==> src/design/fbsc_pkg.sv <==
// Constants, parameter indexes and carrier types of the fieldbus slave
// communication control. Assumes one clock domain at 100 MHz.
package fbsc_pkg;

  // ----------------------------------------------------------------
  // Parameter indexes and values
  // ----------------------------------------------------------------
  localparam logic [15:0] IDX_STATION_ID_VALUE  = 16'h2023;
  localparam logic [15:0] IDX_STATION_ID_SOURCE = 16'h2024;
  localparam logic [15:0] RST_STATION_ID_VALUE  = 16'h0002;
  localparam logic [15:0] RST_STATION_ID_SOURCE = 16'h0001;
  localparam logic [15:0] STATION_ID_MAX        = 16'h7FFF;
  localparam logic [15:0] STATION_SRC_MAX       = 16'h0001;
  localparam logic [15:0] STATION_SRC_AUTO      = 16'h0000;
  localparam logic [15:0] RDATA_ZERO            = 16'h0000;
  localparam logic [1:0]  STATE_STEP            = 2'h1;

  // ----------------------------------------------------------------
  // Types
  // ----------------------------------------------------------------
  localparam int PDO_W = 32;

  typedef logic [PDO_W-1:0] fbsc_pdo_t;

  typedef enum logic [1:0] {
    ST_INIT,
    ST_PREOP,
    ST_SAFEOP,
    ST_OP
  } fbsc_state_e;

  typedef struct packed {
    logic        valid;
    logic        write;
    logic [15:0] index;
    logic [15:0] wdata;
  } fbsc_param_req_s;

  typedef struct packed {
    logic        valid;
    fbsc_state_e target;
  } fbsc_al_req_s;

  typedef struct packed {
    logic      valid;
    fbsc_pdo_t data;
  } fbsc_pdo_s;

endpackage : fbsc_pkg

==> src/design/fbsc_comm_ctrl.sv <==
// Fieldbus slave communication control: station address selection,
// communication state machine, traffic gating and process data timing.
// Assumes the link controller outside delivers requests as one-cycle strobes.
//
// Contract
// - Address source: 0 auto, 1 configured
// - Configured ID 0..32767, default 2, restart-activated
// - Free running applies data without sync
// - Distributed clock reads data on arrival
// - Distributed clock holds data until sync
// - Computation ready before sync, act on it
// - Upward steps strictly in order, skips refused
// - Downward skips accepted
// - Failed transition reports error to master
// - Init refuses mailbox and process data
// - Pre-Operational: mailbox only, no process data
// - Safe-Operational: mailbox, transmit only
// - Operational: mailbox, receive and transmit
// - Update per sync cycle, else aperiodic
`timescale 1ns/1ns
`default_nettype none

module fbsc_comm_ctrl (
  input  wire logic                    clk,
  input  wire logic                    rst,
  input  wire logic                    restart,
  input  wire logic                    dc_mode,
  input  wire logic                    first_sync_pulse,
  input  wire logic [15:0]             auto_addr,
  input  wire fbsc_pkg::fbsc_al_req_s    al_req,
  input  wire fbsc_pkg::fbsc_param_req_s param_req,
  input  wire fbsc_pkg::fbsc_pdo_s       rx_pdo,
  input  wire logic                    tx_req,
  input  wire fbsc_pkg::fbsc_pdo_t       drive_status,
  output var  fbsc_pkg::fbsc_state_e     al_state,
  output var  logic                    al_err,
  output var  logic [15:0]             station_addr,
  output var  logic                    param_ack,
  output var  logic                    param_err,
  output var  logic [15:0]             param_rdata,
  output var  fbsc_pkg::fbsc_pdo_s       tx_pdo,
  output var  fbsc_pkg::fbsc_pdo_s       drive_cmd
);

  typedef struct packed {
    fbsc_pkg::fbsc_state_e state;
    logic [15:0]           id_value;
    logic [15:0]           id_source;
    logic                  loaded;
    logic                  act_auto;
    logic [15:0]           act_id;
    logic [15:0]           addr;
    logic                  al_err;
    logic                  ack;
    logic                  err;
    logic [15:0]           rdata;
    fbsc_pkg::fbsc_pdo_s   tx;
  } fbsc_ctrl_s;

  fbsc_ctrl_s cur_r;
  fbsc_ctrl_s cur_nxt;
  logic [1:0] cs;
  logic [1:0] tgt;
  logic [1:0] cs_inc;
  logic       rx_en;
  logic       tx_en;
  logic       mbx_en;

  assign cs     = cur_r.state;
  assign tgt    = al_req.target;
  assign cs_inc = cs + fbsc_pkg::STATE_STEP;
  assign mbx_en = cur_r.state != fbsc_pkg::ST_INIT;
  assign tx_en  = cur_r.state == fbsc_pkg::ST_SAFEOP || cur_r.state == fbsc_pkg::ST_OP;
  assign rx_en  = cur_r.state == fbsc_pkg::ST_OP;

  // ----------------------------------------------------------------
  // Next state
  // ----------------------------------------------------------------
  always_comb begin
    cur_nxt        = cur_r;
    cur_nxt.al_err = 1'b0;
    cur_nxt.ack    = 1'b0;
    cur_nxt.err    = 1'b0;
    cur_nxt.tx.valid = 1'b0;

    // Stored settings only become active at load after reset or on restart
    if (!cur_r.loaded || restart) begin
      cur_nxt.loaded   = 1'b1;
      cur_nxt.act_auto = cur_r.id_source == fbsc_pkg::STATION_SRC_AUTO;
      cur_nxt.act_id   = cur_r.id_value;
    end
    cur_nxt.addr = cur_r.act_auto ? auto_addr : cur_r.act_id;

    if (al_req.valid) begin
      case (cur_r.state)
        fbsc_pkg::ST_INIT, fbsc_pkg::ST_PREOP, fbsc_pkg::ST_SAFEOP, fbsc_pkg::ST_OP: begin
          if (tgt <= cs) begin
            cur_nxt.state = al_req.target;
          end else if (tgt == cs_inc) begin
            cur_nxt.state = al_req.target;
          end else begin
            cur_nxt.al_err = 1'b1;
          end
        end
        default: begin
          cur_nxt.state = fbsc_pkg::ST_INIT;
        end
      endcase
    end

    // Parameter access rides on the mailbox
    if (param_req.valid) begin
      cur_nxt.ack   = 1'b1;
      cur_nxt.rdata = fbsc_pkg::RDATA_ZERO;
      if (!mbx_en) begin
        cur_nxt.err = 1'b1;
      end else if (param_req.index == fbsc_pkg::IDX_STATION_ID_VALUE) begin
        if (!param_req.write) begin
          cur_nxt.rdata = cur_r.id_value;
        end else if (param_req.wdata > fbsc_pkg::STATION_ID_MAX) begin
          cur_nxt.err = 1'b1;
        end else begin
          cur_nxt.id_value = param_req.wdata;
        end
      end else if (param_req.index == fbsc_pkg::IDX_STATION_ID_SOURCE) begin
        if (!param_req.write) begin
          cur_nxt.rdata = cur_r.id_source;
        end else if (param_req.wdata > fbsc_pkg::STATION_SRC_MAX) begin
          cur_nxt.err = 1'b1;
        end else begin
          cur_nxt.id_source = param_req.wdata;
        end
      end else begin
        cur_nxt.err = 1'b1;
      end
    end

    // Transmit once per sync cycle or on demand when free running
    if (tx_en && (dc_mode ? first_sync_pulse : tx_req)) begin
      cur_nxt.tx.valid = 1'b1;
      cur_nxt.tx.data  = drive_status;
    end
  end

  always_ff @(posedge clk or posedge rst) begin
    if (rst) begin
      cur_r           <= '0;
      cur_r.state     <= fbsc_pkg::ST_INIT;
      cur_r.id_value  <= fbsc_pkg::RST_STATION_ID_VALUE;
      cur_r.id_source <= fbsc_pkg::RST_STATION_ID_SOURCE;
    end else begin
      cur_r <= cur_nxt;
    end
  end

  // ----------------------------------------------------------------
  // Received data path
  // ----------------------------------------------------------------
  fbsc_pdo_hold u_hold (
    .clk        (clk),
    .rst        (rst),
    .rx_en      (rx_en),
    .dc_mode    (dc_mode),
    .rx         (rx_pdo),
    .sync_pulse (first_sync_pulse),
    .apply      (drive_cmd)
  );

  assign al_state     = cur_r.state;
  assign al_err       = cur_r.al_err;
  assign station_addr = cur_r.addr;
  assign param_ack    = cur_r.ack;
  assign param_err    = cur_r.err;
  assign param_rdata  = cur_r.rdata;
  assign tx_pdo       = cur_r.tx;

  // ----------------------------------------------------------------
  // Checks
  // ----------------------------------------------------------------
  AST_SKIP_REFUSED: assert property (@(posedge clk) disable iff (rst)
    al_req.valid && int'(al_req.target) > int'(al_state) + 1 |=> al_err && al_state == $past(al_state))
    else $error("Upward skip not refused");

  AST_STEP_UP: assert property (@(posedge clk) disable iff (rst)
    al_req.valid && int'(al_req.target) == int'(al_state) + 1 |=> !al_err && al_state == $past(al_req.target))
    else $error("Single upward step not taken");

  AST_DOWN_SKIP: assert property (@(posedge clk) disable iff (rst)
    al_req.valid && int'(al_req.target) <= int'(al_state) |=> !al_err && al_state == $past(al_req.target))
    else $error("Downward transition not taken");

  AST_ERR_CAUSE: assert property (@(posedge clk) disable iff (rst)
    al_err |-> $past(al_req.valid) && int'($past(al_req.target)) > int'($past(al_state)) + 1)
    else $error("Transition error without failed request");

  AST_INIT_MBX: assert property (@(posedge clk) disable iff (rst)
    param_req.valid && al_state == fbsc_pkg::ST_INIT |=> param_ack && param_err)
    else $error("Mailbox served in Init");

  AST_TX_GATE: assert property (@(posedge clk) disable iff (rst)
    tx_pdo.valid |-> $past(al_state) == fbsc_pkg::ST_SAFEOP || $past(al_state) == fbsc_pkg::ST_OP)
    else $error("Transmit data outside Safe-Operational or Operational");

  AST_RX_GATE: assert property (@(posedge clk) disable iff (rst)
    (al_state != fbsc_pkg::ST_OP) [*2] |=> !drive_cmd.valid)
    else $error("Received data applied outside Operational");

  AST_ID_RANGE: assert property (@(posedge clk) disable iff (rst)
    param_req.valid && param_req.write && param_req.index == fbsc_pkg::IDX_STATION_ID_VALUE
      && param_req.wdata > fbsc_pkg::STATION_ID_MAX && al_state != fbsc_pkg::ST_INIT |=> param_err)
    else $error("Out of range station ID accepted");

  AST_ID_RESTART: assert property (@(posedge clk) disable iff (rst)
    cur_r.loaded && !restart && !cur_r.act_auto ##1 !restart |=> $stable(station_addr))
    else $error("Station address changed without restart");

  AST_RESET_INIT: assert property (@(posedge clk) disable iff (rst)
    $past(rst) |-> al_state == fbsc_pkg::ST_INIT)
    else $error("State not Init after reset");

endmodule : fbsc_comm_ctrl

`default_nettype wire

==> src/design/fbsc_pdo_hold.sv <==
// Received process data path: direct apply when free running, or hold and
// apply on the first sync pulse under distributed clocks.
// Assumes rx_en is high only in Operational.
`timescale 1ns/1ns
`default_nettype none

module fbsc_pdo_hold (
  input  wire logic              clk,
  input  wire logic              rst,
  input  wire logic              rx_en,
  input  wire logic              dc_mode,
  input  wire fbsc_pkg::fbsc_pdo_s rx,
  input  wire logic              sync_pulse,
  output var  fbsc_pkg::fbsc_pdo_s apply
);

  typedef struct packed {
    fbsc_pkg::fbsc_pdo_t hold;
    logic                fresh;
    fbsc_pkg::fbsc_pdo_s out;
  } fbsc_hold_s;

  fbsc_hold_s cur_r;
  fbsc_hold_s cur_nxt;

  // ----------------------------------------------------------------
  // Next state
  // ----------------------------------------------------------------
  always_comb begin
    cur_nxt           = cur_r;
    cur_nxt.out.valid = 1'b0;
    if (!rx_en) begin
      cur_nxt.fresh = 1'b0;
    end else if (dc_mode) begin
      // Sync consumes first so that a same-cycle arrival stays held
      if (sync_pulse && cur_r.fresh) begin
        cur_nxt.out.valid = 1'b1;
        cur_nxt.out.data  = cur_r.hold;
        cur_nxt.fresh     = 1'b0;
      end
      // Data later than the pulse waits for the next cycle's pulse
      if (rx.valid) begin
        cur_nxt.hold  = rx.data;
        cur_nxt.fresh = 1'b1;
      end
    end else if (rx.valid) begin
      cur_nxt.out = rx;
    end
  end

  always_ff @(posedge clk or posedge rst) begin
    if (rst) begin
      cur_r <= '0;
    end else begin
      cur_r <= cur_nxt;
    end
  end

  assign apply = cur_r.out;

  // ----------------------------------------------------------------
  // Checks
  // ----------------------------------------------------------------
  AST_DC_APPLY_ON_SYNC: assert property (@(posedge clk) disable iff (rst)
    apply.valid && $past(dc_mode) |-> $past(sync_pulse) && $past(rx_en))
    else $error("Held data applied without a sync pulse");

  AST_FREE_APPLY: assert property (@(posedge clk) disable iff (rst)
    !dc_mode && rx_en && rx.valid |=> apply.valid && apply.data == $past(rx.data))
    else $error("Free running data not applied next cycle");

  AST_DC_READ_NOW: assert property (@(posedge clk) disable iff (rst)
    dc_mode && rx_en && rx.valid ##1 rx_en && dc_mode && sync_pulse |=> apply.valid && apply.data == $past(rx.data, 2))
    else $error("Arrived data not held for the following sync");

endmodule : fbsc_pdo_hold

`default_nettype wire

==> config.mk <==
export PLATFORM = sky130hd
export DESIGN_NAME = fbsc_comm_ctrl
export DESIGN_NICKNAME = d
export VERILOG_FILES = /design/src/design/fbsc_pkg.sv /design/src/design/fbsc_comm_ctrl.sv /design/src/design/fbsc_pdo_hold.sv
export SDC_FILE = /design/constraint.sdc
export NUM_CORES = 1
export LEC_CHECK = 0
export BUFFER_PORTS_ARGS = -buffer_cell sky130_fd_sc_hd__buf_4
export CELL_PAD_IN_SITES_DETAIL_PLACEMENT = 0
export CELL_PAD_IN_SITES_GLOBAL_PLACEMENT = 1
export CORE_ASPECT_RATIO = 0.8
export CORE_UTILIZATION = 35
export DETAILED_ROUTE_END_ITERATION = 7
export PLACE_DENSITY_LB_ADDON = 0.05
export SLEW_MARGIN = 20
export SYNTH_ARGS = -nofsm -noshare
export SYNTH_HDL_FRONTEND = slang
export SYNTH_SLANG_ARGS = --single-unit
==> constraint.sdc <==
create_clock -name clk -period 7.3 [get_ports clk]
set_input_delay 2.19 -clock clk [delete_from_list [all_inputs] [get_ports clk]]
set_output_delay 2.19 -clock clk [all_outputs]
set_load 0.01 [all_outputs]
== Word level (Yosys, flattened, before mapping) ==
Cells that the tools add are included.

* Bits of input ports: 124
* Register bits: 186

* Bitwise operators: 3
* $lt $le $gt $ge: 3
* $add $sub $neg: 1
* Reductions and logical operators: 16
* Equal/unequal tests: 10
* Muxes and demuxes: 29

{| class="wikitable"
|+ Operators by type and width
! operator !! number
|-
| $mux W33 || 4
|-
| $mux W16 || 5
|-
| $mux W34 || 1
|-
| $eq A16 B14 Y1 const B || 2
|-
| $mux W18 || 1
|-
| $mux W17 || 1
|-
| $gt A16 B1 Y1 const B || 1
|-
| $gt A16 B15 Y1 const B || 1
|-
| $logic_not A16 Y1 || 1
|-
| $mux W1 || 14
|-
| $mux W2 || 3
|-
| $ne A3 B3 Y1 const B || 2
|-
| $reduce_and A3 Y1 || 2
|-
| $reduce_and A6 Y1 || 1
|-
| $reduce_and A5 Y1 || 1
|-
| $eq A2 B2 Y1 const B || 2
|-
| $reduce_and A2 Y1 || 2
|-
| $reduce_bool A2 Y1 || 2
|-
| $reduce_or A4 Y1 || 1
|-
| $not A1 Y1 || 3
|-
| $add A2 B1 Y2 const B || 1
|-
| $eq A2 B1 Y1 const B || 1
|-
| $eq A2 B2 Y1 || 1
|-
| $le A2 B2 Y1 || 1
|-
| 6 further kinds || 8
|}

== Longest topological paths before layout ==
* Depth after elaboration: 7
* Mapped depth: 8

== Cells and area by module ==
A second synthesis with hierarchy kept.

* Cells, all modules: 630
* Area, all modules: 8374.3 um^2

{| class="wikitable"
|+ Modules (own cells, without submodules)
! module !! cells each !! area each (um^2) !! seq. area each (um^2) !! times used
|-
| fbsc_comm_ctrl || 408 || 5406.4 || 3005.4 || 1
|-
| fbsc_pdo_hold || 222 || 2967.8 || 1651.6 || 1
|}

== Least setup slack after synthesis ==
Ideal clock, no wire load.

* Path kind: input to register
* From: input port param_req[25] (netlist name)
* To: register cur_r[102] (netlist name)
* Arrival time: 3.515 ns
* Setup slack: 3.659 ns
* Stages: 6
* Buffers on the path: 2
* Setup time: 0.125 ns
* Required time: 7.175 ns
* Path through: nor4_4 -> and4_1 -> and4bb_1 -> buf_6 -> buf_12 -> mux2_4

* Word-level cells in the longest chain between the ends: 2

{| class="wikitable"
|+ RTL lines
! what !! RTL line !! source
|-
| from (decl) || fbsc_comm_ctrl.sv:31 || <nowiki>input wire fbsc_pkg::fbsc_param_req_s param_req,</nowiki>
|-
| $eq A16 B14 Y1 || fbsc_comm_ctrl.sv:117 || <nowiki>end else if (param_req.index == fbsc_pkg::IDX_STATION_ID_VALUE) begin</nowiki>
|-
| $reduce_and A5 Y1 (no line) || - ||
|-
| to (signal assigned) || fbsc_comm_ctrl.sv:152 || <nowiki>cur_r <= cur_nxt;</nowiki>
|-
| to (decl) || fbsc_comm_ctrl.sv:60 || <nowiki>fbsc_ctrl_s cur_r;</nowiki>
|}

Every way passes these cells.
A chain may end at the register's enable or synchronous reset.

== Worst setup path after layout ==
* From: input port param_req[33] (netlist name)
* To: register cur_r[113] (netlist name)

* Word-level cells in the longest chain between the ends: 1

{| class="wikitable"
|+ RTL lines
! what
|-
| $reduce_and A5 Y1 (no line)
|}

Every way passes these cells.

==> results.sh <==
export IMPL_synth_compound_area_share=0.0966
export IMPL_p_total_mw=3.34
export IMPL_synth_top_cell_area_share=0.554
export IMPL_place_hpwl_um=13300
export IMPL_final_hold_violation_count=0
export IMPL_final_cells=1055
export IMPL_wl_um=19500
export IMPL_post_cts_resized=0
export IMPL_area_delta_synth_final_pct=22.7
export IMPL_synth_async_reset_ratio=1.00
export IMPL_final_common_cell="buf_4"
export IMPL_worstSkewPairLatency_ns=0.43
export IMPL_hold_depth=1
export IMPL_cp_arrival_ns=4.31
export IMPL_tns_ns=0
export IMPL_portBuffers=226
export IMPL_grt_pass1_wl_um=30800
export IMPL_cts_tree="done"
export IMPL_yosys_warnings=0
export IMPL_ant_nets=0
export IMPL_synth_xor_area_frac=0.00105
export IMPL_fin_crit_sh=0.547
export IMPL_rsz0062_at_grt="no"
export IMPL_finalMaxSlewViolations=0
export IMPL_first_iter_violations=228
export IMPL_dp_cells=1021
export IMPL_reg2regPathDepth=6
export IMPL_synth_top_family_by_area="multiplexers"
export IMPL_pre_cts_slack_ns=2.85
export IMPL_fin_crit_ns=3.99
export IMPL_htree_levels=4
export IMPL_grt_use_total=0.165
export IMPL_die_x_um=174
export IMPL_critPathCaptureType="register"
export IMPL_hold_path_class="reg -> reg"
export IMPL_synth_area_leaders="dfrtp_1 (55%), mux2_2 (14%), buf_4 (9.1%)"
export IMPL_synthAdderAreaFrac=0.00903
export IMPL_worst_setup_path_type="in -> reg"
export IMPL_synth_top_area_cell="dfrtp_1"
export IMPL_nFillCells=2154
export IMPL_synth_ff_type="dfrtp_1"
export IMPL_wl_per_cell_um=18.5
export IMPL_ioPinCount=227
export IMPL_place_congestion=0.743
export IMPL_fp_row_count=50
export IMPL_first_pass_iters=4
export IMPL_final_cell_mix="buf_4 (232), dfrtp_1 (184), mux2_2 (104)"
export IMPL_fin_area_sq_mm=0.0102
export IMPL_place_area_sq_mm=0.00957
export IMPL_path_clk_slew_ns=0.07
export IMPL_synth_edf_count=0
export IMPL_syn_nets=738
export IMPL_grt_overflow_total=0
export IMPL_finalNetCount=860
export IMPL_synth_mux_area_frac=0.158
export IMPL_yosysSeqAreaShare=0.560
export IMPL_postCtsSetupBuffers=0
export IMPL_die_area_sq_mm=0.0244
export IMPL_hold_buffers=0
export IMPL_syn_instance_count=608
export IMPL_crit_fanout=20
export IMPL_cp_start_kind="input pin"
export IMPL_cts_sinks=186
export IMPL_synth_distinct_cells=48
export IMPL_vias=5103
export IMPL_leakage_nw=4.93
export IMPL_layout_drive_gt1_share=0.541
export IMPL_synth_ff_latch_count=186
export IMPL_p_per_area_mw_per_mm2=327
export IMPL_antenna_found_initial=0
export IMPL_required_ns=7.62
export IMPL_grt_pass1_vias=5244
export IMPL_cts_path_max_buffers=2
export IMPL_grt_max_degree=143
export IMPL_synthSimpleGateAreaFrac=0.0627
export IMPL_remaining_drc_errors=0
export IMPL_diodes=0
export IMPL_core_area_sq_mm=0.0233
export IMPL_slew_headroom=0.307
export IMPL_fin_ws_ns=3.31
export IMPL_fin_skew_ns=0.0134
export IMPL_synth_area_per_cell_sq_um=13.7
export IMPL_cts_root_buf="clkbuf_16"
export IMPL_max_cap_violations=0
export IMPL_setup_viol=0
export IMPL_floorplan_initialDensity=0.356
export IMPL_avgViaCountPerCell=4.84
export IMPL_cts_inserted_buffers=17
export IMPL_die_y_um=140
export IMPL_run_status="finished clean"
export IMPL_syn_cell_area_sq_mm=0.00832
export IMPL_worst_slew_pin_slew_ns=1.04
export IMPL_timing_fmax_mhz=250
export IMPL_worst_ir_drop_vdd_uv=140
==> cell usage after synthesis, types with 2 or more instances <==
master and count:
nor3_4 2, a221o_1 7, a221o_2 9, a21boi_0 2, buf_4 101, dfrtp_1 184, mux2_2 104, nor2_1 4
buf_2 5, a22o_1 64, a21oi_1 2, buf_6 2, inv_1 6, nor4_1 7, nand2_1 5, o21ai_0 2
and4_1 2, dfstp_2 2, clkbuf_1 19, and2b_1 4, mux2_4 9, nand4_1 3, nor2b_1 31, buf_1 3
ha_1 6
==> sequential cells by signal, indices dropped and copies added, names as in the netlist <==
register,flops
al_err,1
al_state,2
cur_r,50
param_ack,1
param_err,1
param_rdata,16
station_addr,16
tx_pdo,33
u_hold.apply,33
u_hold.cur_r,33
==> area by class of cell <==
class,instances,area [sq um],share of cell area
Multi-Input combinational cell,285,2750,0.269
Clock buffer,17,425,0.0417
Timing Repair Buffer,234,1800,0.176
Inverter,6,30.0,0.00294
Tap cell,312,390,0.0383
Sequential cell,186,4660,0.456
Clock inverter,15,155,0.0152
==> metrics by stage <==
step,hold slack [ns],util
after floorplan,0.474,-
after global placement,0.487,0.410
after detailed placement,0.490,0.410
after CTS,0.509,0.435
after global routing,0.516,0.437
final,0.503,0.437
==> final timing paths <==
kind                                    start               end  slack [ns]
min in group asynchronous                 rst        tx_pdo[16]        1.72
worst max-delay path            param_req[33]        cur_r[113]        3.31
worst min-delay path                cur_r[70]         cur_r[70]        0.50
worst max register to register    al_state[0]        cur_r[113]        4.48
worst min register to register      cur_r[70]         cur_r[70]        0.50
max in group asynchronous                 rst  u_hold.cur_r[43]        4.12
==> metal layers <==
layer | routed length, um | GRT usage | part of all wire | up-vias
met5 | 0 | 0 | 0 | -
met4 | 163 | 0.0383 | 0.0083 | 0
met3 | 1390 | 0.0557 | 0.071 | 14
met2 | 8660 | 0.241 | 0.44 | 164
met1 | 9310 | 0.233 | 0.48 | 2589
li1 | - | - | - | 2336
==> where the power goes <==
part | internal, mW | switching (mW)
Clock | 0.457 | 0.453
Combinational | 0.556 | 0.403
Sequential | 1.31 | 0.154
Total | 2.33 | 1.01
==> worst max-delay path: stages <==
cell and delay (ns):
buf_4 0.24, nor4b_1 0.27, and4_1 0.31, and4bb_1 0.88
mux2_2 0.42
==> cell families after synthesis <==
group | Yosys count
compound gates | 91
flops | 186
xor+xnor | 1
simple gates | 72
other cells | 1
mux | 114
buf+inv | 137
fa+ha+maj | 6
Power figures use the tool's default switching activity.
